File: config.mk
export PLATFORM = sky130hd
export DESIGN_NAME = cfe_encoder
export DESIGN_NICKNAME = d
export VERILOG_FILES = /design/src/cfe_encoder.v /design/src/cfe_fifo.v
export VERILOG_INCLUDE_DIRS = /design/src
export SDC_FILE = /design/constraint.sdc
export NUM_CORES = 1
export LEC_CHECK = 0
export BUFFER_PORTS_ARGS = -buffer_cell sky130_fd_sc_hd__buf_2
export CORE_MARGIN = 3
export CORE_UTILIZATION = 30
export DETAILED_ROUTE_END_ITERATION = 12
export SYNTH_ARGS = -nofsm -noshare
export SYNTH_HDL_FRONTEND = slang
export SYNTH_SLANG_ARGS = --single-unit
File: constraint.sdc
create_clock -name clk_sys -period 4.3 [get_ports clk_sys]
set_input_delay 1.075 -clock clk_sys [delete_from_list [all_inputs] [get_ports clk_sys]]
set_output_delay 1.075 -clock clk_sys [all_outputs]
set_load 0.03 [all_outputs]
File: src/cfe_defines.vh
// Constants for the context field encoder: header layout, indicator bits, sizes
`ifndef CFE_DEFINES_VH
`define CFE_DEFINES_VH
`define CFE_PKT_TYPE_CTX   4'h4
`define CFE_HDR_TYPE_MSB   31
`define CFE_HDR_INT_TIME_FMT  2'h1
`define CFE_HDR_FRAC_TIME_FMT 2'h2
`define CFE_IND_CHANGE     31
`define CFE_IND_FREQ       27
`define CFE_IND_GAIN       23
`define CFE_FREQ_FRAC_BITS 20
`define CFE_GAIN_FRAC_BITS 7
`define CFE_HDR_WORDS      16'h0006
`define CFE_FIFO_DEPTH     8
`define CFE_FIFO_AW        3
`define CFE_RX_STREAM_ID   32'h9000_0001
`define CFE_DG_STREAM_ID   32'h9000_0002
`endif

File: src/cfe_encoder.v
// Context packet encoder: change tracking, field words and header sequence
`timescale 1ns/1ps
`default_nettype none
`include "cfe_defines.vh"

module cfe_encoder (
  // Clock and reset
  input  wire        clk_sys,
  input  wire        rst_n,
  // Context values, frequency Hz 44.20, gains dB 9.7
  input  wire [63:0] freq_hz,
  input  wire [15:0] gain_rf,
  input  wire [15:0] gain_if,
  // Timestamp inputs
  input  wire [31:0] ts_seconds,
  input  wire [63:0] ts_picosec,
  // Packet request, pulse; selects receiver or digitizer packet
  input  wire        send_req,
  input  wire        send_digitizer,
  input  wire        force_all,
  // Status
  output reg         busy,
  output reg  [3:0]  pkt_count,
  output reg  [31:0] indicator_word,
  // Word stream, word_last marks last word
  output reg  [31:0] word_data,
  output reg         word_last,
  output reg         word_valid,
  input  wire        word_ready
);
  localparam ST_IDLE = 2'd0;
  localparam ST_EMIT = 2'd1;
  localparam ST_DONE = 2'd2;

  reg [1:0]  state_q;
  reg [3:0]  idx_q;
  reg [3:0]  nwords_q;
  reg        dig_q;
  reg        frq_ch_q;
  reg        gn_ch_q;
  reg [63:0] last_freq_q;
  reg [31:0] last_gain_q;
  reg        seen_q;
  reg [3:0]  count_q;
  reg [63:0] snap_freq_q;
  reg [31:0] snap_gain_q;
  reg [31:0] snap_sec_q;
  reg [63:0] snap_ps_q;
  reg [31:0] cur_word;
  reg        push_d;
  wire       fifo_ready;
  wire [32:0] fifo_out;
  wire       fifo_valid;
  wire       fifo_pop;
  wire [31:0] gain_word;
  wire       frq_diff;
  wire       gn_diff;
  wire [31:0] ind_word;
  wire [31:0] hdr_word;

  // Gain halves: IF above, RF below; inputs already scaled by 128
  assign gain_word = {gain_if, gain_rf};

  // Compare against the last values actually reported
  assign frq_diff = !seen_q | force_all | (freq_hz != last_freq_q);
  assign gn_diff  = !seen_q | force_all | (gain_word != last_gain_q);

  // Indicator word; digitizer fields are outside this block, so only the
  // change bit can be set there and it is left clear
  assign ind_word = dig_q ? 32'h0000_0000 :
                    {(frq_ch_q | gn_ch_q), 3'b000, frq_ch_q, 3'b000, gn_ch_q,
                     23'h00_0000};

  // Header word: type, no class id, reserved, precise time, time formats,
  // count, size
  assign hdr_word = {`CFE_PKT_TYPE_CTX, 1'b0, 2'b00, 1'b0, `CFE_HDR_INT_TIME_FMT,
                     `CFE_HDR_FRAC_TIME_FMT, count_q, 12'h000, nwords_q};

  // Number of words for a packet with the chosen fields
  function [3:0] cfe_words;
    input f;
    input g;
    begin
      cfe_words = 4'd6 + {2'b00, f, 1'b0} + {3'b000, g};
    end
  endfunction

  // Word selection by index; fields in indicator bit order
  always @* begin
    cur_word = 32'h0000_0000;
    case (idx_q)
      4'd0: cur_word = hdr_word;
      4'd1: cur_word = dig_q ? `CFE_DG_STREAM_ID : `CFE_RX_STREAM_ID;
      4'd2: cur_word = snap_sec_q;
      4'd3: cur_word = snap_ps_q[63:32];
      4'd4: cur_word = snap_ps_q[31:0];
      4'd5: cur_word = ind_word;
      4'd6: cur_word = frq_ch_q ? snap_freq_q[63:32] : snap_gain_q;
      4'd7: cur_word = snap_freq_q[31:0];
      4'd8: cur_word = snap_gain_q;
      default: cur_word = 32'h0000_0000;
    endcase
  end

  // Sequencer; stalls on a full FIFO so back-pressure reaches the source
  always @(posedge clk_sys) begin
    if (!rst_n) begin
      state_q     <= ST_IDLE;
      idx_q       <= 4'd0;
      nwords_q    <= 4'd0;
      dig_q       <= 1'b0;
      frq_ch_q    <= 1'b0;
      gn_ch_q     <= 1'b0;
      last_freq_q <= 64'h0000_0000_0000_0000;
      last_gain_q <= 32'h0000_0000;
      seen_q      <= 1'b0;
      count_q     <= 4'h0;
      snap_freq_q <= 64'h0000_0000_0000_0000;
      snap_gain_q <= 32'h0000_0000;
      snap_sec_q  <= 32'h0000_0000;
      snap_ps_q   <= 64'h0000_0000_0000_0000;
    end else begin
      case (state_q)
        ST_IDLE: begin
          idx_q <= 4'd0;
          if (send_req) begin
            dig_q       <= send_digitizer;
            frq_ch_q    <= !send_digitizer & frq_diff;
            gn_ch_q     <= !send_digitizer & gn_diff;
            nwords_q    <= send_digitizer ? 4'd6 :
                           cfe_words(frq_diff, gn_diff);
            snap_freq_q <= freq_hz;
            snap_gain_q <= gain_word;
            snap_sec_q  <= ts_seconds;
            snap_ps_q   <= ts_picosec;
            if (!send_digitizer) begin
              last_freq_q <= freq_hz;
              last_gain_q <= gain_word;
              seen_q      <= 1'b1;
            end
            state_q <= ST_EMIT;
          end
        end
        ST_EMIT: begin
          if (fifo_ready) begin
            if (idx_q == nwords_q - 4'd1) begin
              state_q <= ST_DONE;
            end else if (idx_q == 4'd6 && !frq_ch_q) begin
              idx_q <= 4'd8;
            end else begin
              idx_q <= idx_q + 4'd1;
            end
          end
        end
        ST_DONE: begin
          count_q <= count_q + 4'd1;
          state_q <= ST_IDLE;
        end
        default: state_q <= ST_IDLE;
      endcase
    end
  end

  always @* begin
    push_d = (state_q == ST_EMIT);
  end

  cfe_fifo #(
    .WIDTH (33),
    .DEPTH (`CFE_FIFO_DEPTH),
    .AW    (`CFE_FIFO_AW)
  ) u_fifo (
    .clk_sys   (clk_sys),
    .rst_n     (rst_n),
    .in_data   ({(idx_q == nwords_q - 4'd1), cur_word}),
    .in_valid  (push_d),
    .in_ready  (fifo_ready),
    .out_data  (fifo_out),
    .out_valid (fifo_valid),
    .out_ready (fifo_pop)
  );

  // Output register stage; pops when empty or being taken
  assign fifo_pop = fifo_valid & (!word_valid | word_ready);

  always @(posedge clk_sys) begin
    if (!rst_n) begin
      word_valid     <= 1'b0;
      word_data      <= 32'h0000_0000;
      word_last      <= 1'b0;
      busy           <= 1'b0;
      pkt_count      <= 4'h0;
      indicator_word <= 32'h0000_0000;
    end else begin
      if (fifo_pop) begin
        word_data  <= fifo_out[31:0];
        word_last  <= fifo_out[32];
        word_valid <= 1'b1;
      end else if (word_ready) begin
        word_valid <= 1'b0;
      end
      busy           <= (state_q != ST_IDLE) | send_req;
      pkt_count      <= count_q;
      indicator_word <= ind_word;
    end
  end
endmodule // cfe_encoder
`default_nettype wire

File: src/cfe_fifo.v
// Word FIFO between the packet sequencer and the stream consumer
`timescale 1ns/1ps
`default_nettype none
module cfe_fifo #(
  parameter WIDTH = 33,
  parameter DEPTH = 8,
  parameter AW    = 3
) (
  // Clock and reset
  input  wire             clk_sys,
  input  wire             rst_n,
  // Fill side
  input  wire [WIDTH-1:0] in_data,
  input  wire             in_valid,
  output wire             in_ready,
  // Drain side
  output wire [WIDTH-1:0] out_data,
  output wire             out_valid,
  input  wire             out_ready
);
  reg [WIDTH-1:0] mem_q [0:DEPTH-1];
  reg [AW-1:0]    wr_q;
  reg [AW-1:0]    rd_q;
  reg [AW:0]      cnt_q;
  wire            push;
  wire            pop;

  assign in_ready  = (cnt_q != DEPTH[AW:0]);
  assign out_valid = (cnt_q != {(AW+1){1'b0}});
  assign out_data  = mem_q[rd_q];
  assign push      = in_valid & in_ready;
  assign pop       = out_valid & out_ready;

  // Storage has no reset; only pointers and the fill count need a defined value
  always @(posedge clk_sys) begin
    if (push) begin
      mem_q[wr_q] <= in_data;
    end
  end

  // Pointers and fill count
  always @(posedge clk_sys) begin
    if (!rst_n) begin
      wr_q  <= {AW{1'b0}};
      rd_q  <= {AW{1'b0}};
      cnt_q <= {(AW+1){1'b0}};
    end else begin
      if (push) begin
        wr_q <= wr_q + 1'b1;
      end
      if (pop) begin
        rd_q <= rd_q + 1'b1;
      end
      cnt_q <= cnt_q + {{AW{1'b0}}, push} - {{AW{1'b0}}, pop};
    end
  end
endmodule // cfe_fifo
`default_nettype wire

== Word level (Yosys, flattened, before mapping) ==
Memory sizes are Yosys's and may differ from the RTL's. A register that Yosys moved wholly into a read port is not among the register bits.
Index checks and enable logic that the tools add are counted.
Storage, ports and cells
  flip-flop bits (word level): 354
  bits in latches: 0
  RAM bits: 264
  memory bits (read-only): 0
  input port bits: 198
  memories: 1
Cells by class
  $add $sub $neg: 9
  multiply operators: 0
  div/mod/pow operators: 0
  magnitude comparators: 0
  equality and inequality tests: 18
  shift-type cells: 0
  muxes and demuxes: 17
  bitwise logic cells: 12
  reductions and logical operators: 16
Memories
  u_fifo.mem_q: words 8, width 33, read ports 1, clocked after Yosys merged registers in 1, wr ports 1, RTL line cfe_fifo.v:21  | reg [WIDTH-1:0] mem_q [0:DEPTH-1];
Operators with widths (count)
  32-bit case mux with 9 select lines: 1
  32-bit two-way mux: 2
  64-bit != test: 1
  32-bit != test: 1
  4-bit by 3-bit == test with 1-bit output, second input constant: 4
  4-bit two-way mux: 4
  3-bit AND reduction: 3
  4-bit by 1-bit adder with 4-bit output: 2
  4-bit by 1-bit adder with 4-bit output, second input constant: 2
  4-bit by 2-bit == test with 1-bit output, second input constant: 2
  2-bit two-way mux: 4
  4-bit case mux with 2 select lines: 1
  3-bit by 1-bit adder with 3-bit output, second input constant: 2
  2-bit != test, second input constant: 3
  1-bit OR: 6
  2-bit nonzero test: 3
  1-bit bitwise AND: 5
  1-bit logical NOT: 5
  3-bit by 2-bit adder with 4-bit output, first input constant: 1
  4-bit by 1-bit == test with 1-bit output, second input constant: 1
  4-bit == test: 1
  4-bit == test, second input constant: 1
  4-bit logical NOT: 1
  1-bit two-way mux: 4
  12 further kinds: 12

== Depth between registers and ports, before layout ==
  word-level depth: 6
  gate-level depth with buffers: 11
  depth with buffers taken out: 10

== Cells and area by module ==
Synthesis repeated with hierarchy kept, for this count alone.
Unflattened totals
  cells, all modules: 2309
  area, all modules: 25889.8 um2
By module, submodules not included
  cfe_encoder: times used 1, cells each 1850, area an instance 15252.1 um2, sequential area each 6906.6 um2
  cfe_fifo: times used 1, cells each 459, area an instance 10637.7 um2, sequential area each 8187.9 um2

== Least setup slack after synthesis ==
OpenSTA, ideal clock, no wires.
  path type: register to register
  from: register u_fifo.cnt_q[2]
  to: memory u_fifo.mem_q[0][0] (enable)
  setup time: 0.506 ns
  data arrival time: 4.046 ns
  data required time: 3.794 ns
  slack: -0.252 ns
  cell stages (with the launch flop): 6
  path buffers: 0
  period minus slack after synthesis: 4.552 ns
  cell sequence: dfxtp_1 -> inv_1 -> ha_1 -> or3b_2 -> nand2_1 -> nor4_1
On the way
  word-level cells in the longest chain between the ends: 4
Ends and longest elaborated chain
  start: declaration: RTL line cfe_fifo.v:24  | reg [AW:0] cnt_q;
  start signal: assignment: RTL line cfe_fifo.v:46  | cnt_q <= {(AW+1){1'b0}};
  start signal: assignment: RTL line cfe_fifo.v:54  | cnt_q <= cnt_q + {{AW{1'b0}}, push} - {{AW{1'b0}}, pop};
  4-bit != test: RTL line cfe_fifo.v:28  | assign in_ready = (cnt_q != DEPTH[AW:0]);
  1-bit bitwise AND: RTL line cfe_fifo.v:31  | assign push = in_valid & in_ready;
  1-bit two-way mux: RTL line cfe_fifo.v:36  | if (push) begin
  1-bit two-way mux (not written as such): RTL line cfe_fifo.v:37  | mem_q[wr_q] <= in_data;
  end: declaration: RTL line cfe_fifo.v:21
No other way between the ends.

== Worst setup path in the final report ==
  from: register idx_q[0]
  to: memory u_fifo.mem_q[5][13] (data pin)
On the way
  word-level cells in the longest chain between the ends: 2
  elaborated cells between the ends (all ways): 10
  those cells by class: eq/ne (8); mux (1); reduce/logical (1)
Ends and longest elaborated chain
  start: declaration: RTL line cfe_encoder.v:36  | reg [3:0] idx_q;
  start signal: assignment: RTL line cfe_encoder.v:151  | idx_q <= idx_q + 4'd1;
  4-bit == test (tied with other cells): RTL line cfe_encoder.v:91  | case (idx_q)
  32-bit case mux with 9 select lines (*): RTL line cfe_encoder.v:91
  net cur_word[13]: RTL line cfe_encoder.v:49  | reg [31:0] cur_word;
Mark *: on every way through the listed nets, which the timed path passes. The rest lies on a longest branch.

==> reports/results.ini <==
[route]
ant_nets=0
vias=17800
dr.pass1.iters=8
routedWlPerCell_um=21.8
drc=0
via_per_inst=5.00
drt_iter0_drc=1794
routed_wl_um=77800

[worst_hold_path]
min-delay-start=snap_freq_q[36]
hold_end=snap_freq_q[36]
hold_depth=2
min_path_type=reg2reg

[placed_design]
portBuffers=239
place_inst=3435
hpwlAfterDp_um=54000
gp_congestion=0.899
placed_area_um2=26900

[worst_setup_path]
arrival_ps=3350
crit_required_ps=4540
r2r_start=idx_q[0]
start_kind=flop
rrSetupSlack_ps=1190
crit_type=reg2reg
crit_start=idx_q[0]
worstSetupEndpointType=flop
r2r_cells=8
crit_path_max_fanout=18
reg2reg_to=u_fifo.mem_q[5][13]

[pwr]
peakVddDrop_mv=0.294
p_leak_nw=10.7
total_power_mw=15.9
p_per_area_nw_per_um2=543

[synth]
synth_most_common_cell=nand2_1
synth_flop_cell=dfxtp_1
synth_edf_count=264
synthArstFlopShare=0
synth_fa_ha_area_frac=0.00837
syn_area_um2=24800
yosysWarnings=0
synth_mux_area_frac=0.0745
synth_compound_area_frac=0.109
synth_common_cells=nand2_1 (617), dfxtp_1 (355), a21oi_1 (296), edfxtp_1 (264), clkbuf_1 (91)
synth.largest_area_cell=edfxtp_1
synth-seq-cells=619
postSynthAreaPerCell_um2=11.0
synth_seq_area_share=0.606
syn_inst=2265
yosys.area_share.simple=0.129
netlist_top_cells_area=edfxtp_1 (32%), dfxtp_1 (29%), nand2_1 (9.3%), mux4_2 (6.0%), a21oi_1 (6.0%)
synth_top_area_share=0.320
synth_top_family_by_area=simple AND/OR/NAND/NOR gates
synth-xor-area-share=0.0338
ys_types=61

[flow_run]
max_cap_viol_count=0

[sta]
setup_tns_ps=0
fmax_ghz=0.321
hold_viol=0
min_period_ps=3110
slew_violations=0
fin_skew_ps=44.0
timing.hold.ws_ps=456
rsz0062_at_grt=false
fin_crit_sh=0.724
tightest_slew_ps=961
setup_viol=0
timing.slew.headroom=0.360

[grt]
grt_pass1_vias=17100
overflow=0
grt_start_max_net_pins=196
gr-usage-all-layers=0.176
grt_pass1_wl_um=113000
grt_antenna_before_repair=3

[clock_tree]
htreeDepth=3
postCtsHoldBufs=0
cts_buffers=69
post_cts_resized=0
clk_path_buf_depth=3
clockRootBuffer=clkbuf_16
cts.sinks=619
clkLatencyLatePin_ps=630
cts_tree=built
path_clk_slew_ps=60
cts_setup_buffers=0

[die]
start_util=0.305
die_x_um=294
core_area_um2=81200
die_area_um2=86200
ios=269
die_height_um=294
rows=104

[finish]
drive_gt1_frac=0.187
multi_input_area_um2=8980
fill_cells=8082
area.growth.synth_to_final_pct=18.1
design_area_um2=29300
nets=2660
seq_area_um2=15000
stdcell_count=3563

[run_status]
status=finished clean

cells by family after synthesis:
logic type	after synthesis
other	1
AOI/OAI and AO/OA	441
buffers and inverters	209
muxes	102
and+or+nand+nor	783
xor gates and xnor gates	94
DFF	619
adders and majority gates	16
layout by cell type, fill, tap and decap left out, drive strengths merged, types with 29 or more instances in the layout:
cell      n
conb     29
nand2   617
nor2     63
xnor2    53
edfxtp  264
xor2     40
mux2i    36
a211oi   33
clkbuf   94
dfxtp   355
buf     264
a222oi   39
inv      29
a21oi   297
a22oi    33
mux4     66
area by class of cell:
type                            instances  area share
Antenna cell                            1   0.0000854
Clock buffer                           94      0.0685
Clock inverter                         33      0.0132
Inverter                               27     0.00372
Multi-Input combinational cell       1465       0.306
Sequential cell                       619       0.513
Tap cell                             1060      0.0453
Timing Repair Buffer                  264      0.0494
through the flow:
| stage | worst slack (ps) | util |
|---|---|---|
| after global routing | 980 | 0.361 |
| after floorplan | 412 | - |
| after global placement | 1250 | 0.331 |
| after detailed placement | 1240 | 0.331 |
| final | 1190 | 0.361 |
| after CTS | 1210 | 0.361 |
power by group:
part | total, mW | switching, mW | internal (mW)
logic | 2.90 | 1.81 | 1.08
clock network | 6.09 | 2.47 | 3.62
registers | 6.92 | 0.375 | 6.54
metal layers:
metal  wire length [µm]  vias up  track usage
met5                  7        -            0
li1                   -     8312            -
met3               5820       92       0.0356
met2              36200      693        0.280
met1              33900     8724        0.245
met4               1890        2       0.0489
worst max-delay path by stage:
stage | end | slack (ps) | cells past startpoint
after CTS | u_fifo.mem_q[2][8] | 1210 | 8
after floorplan | u_fifo.mem_q[4][0] | 410 | 7
after global placement | u_fifo.mem_q[0][8] | 1250 | 8
final | u_fifo.mem_q[5][13] | 1190 | 8
after detailed placement | u_fifo.mem_q[4][8] | 1240 | 8
after global routing | u_fifo.mem_q[1][31] | 980 | 6
critical path: stages (launching register included):
cell      delay (ps)
dfxtp_1          460
inv_1            120
ha_1             260
inv_1            130
nor3b_2           80
a21o_1           390
buf_4            310
a222oi_1         610
nand2_1          370
flip-flops by register name (all words and copies together) (netlist names):
register	flops
busy	1
count_q	4
dig_q	1
idx_q	4
indicator_word	3
last_freq_q	64
last_gain_q	32
nwords_q	3
pkt_count	4
seen_q	1
snap_freq_q	64
snap_gain_q	32
snap_ps_q	64
snap_sec_q	32
state_q	2
u_fifo.cnt_q	4
u_fifo.mem_q	264
u_fifo.rd_q	3
u_fifo.wr_q	3
word_data	32
word_last	1
word_valid	1
Note: power is estimated with default switching activity, not from simulation.
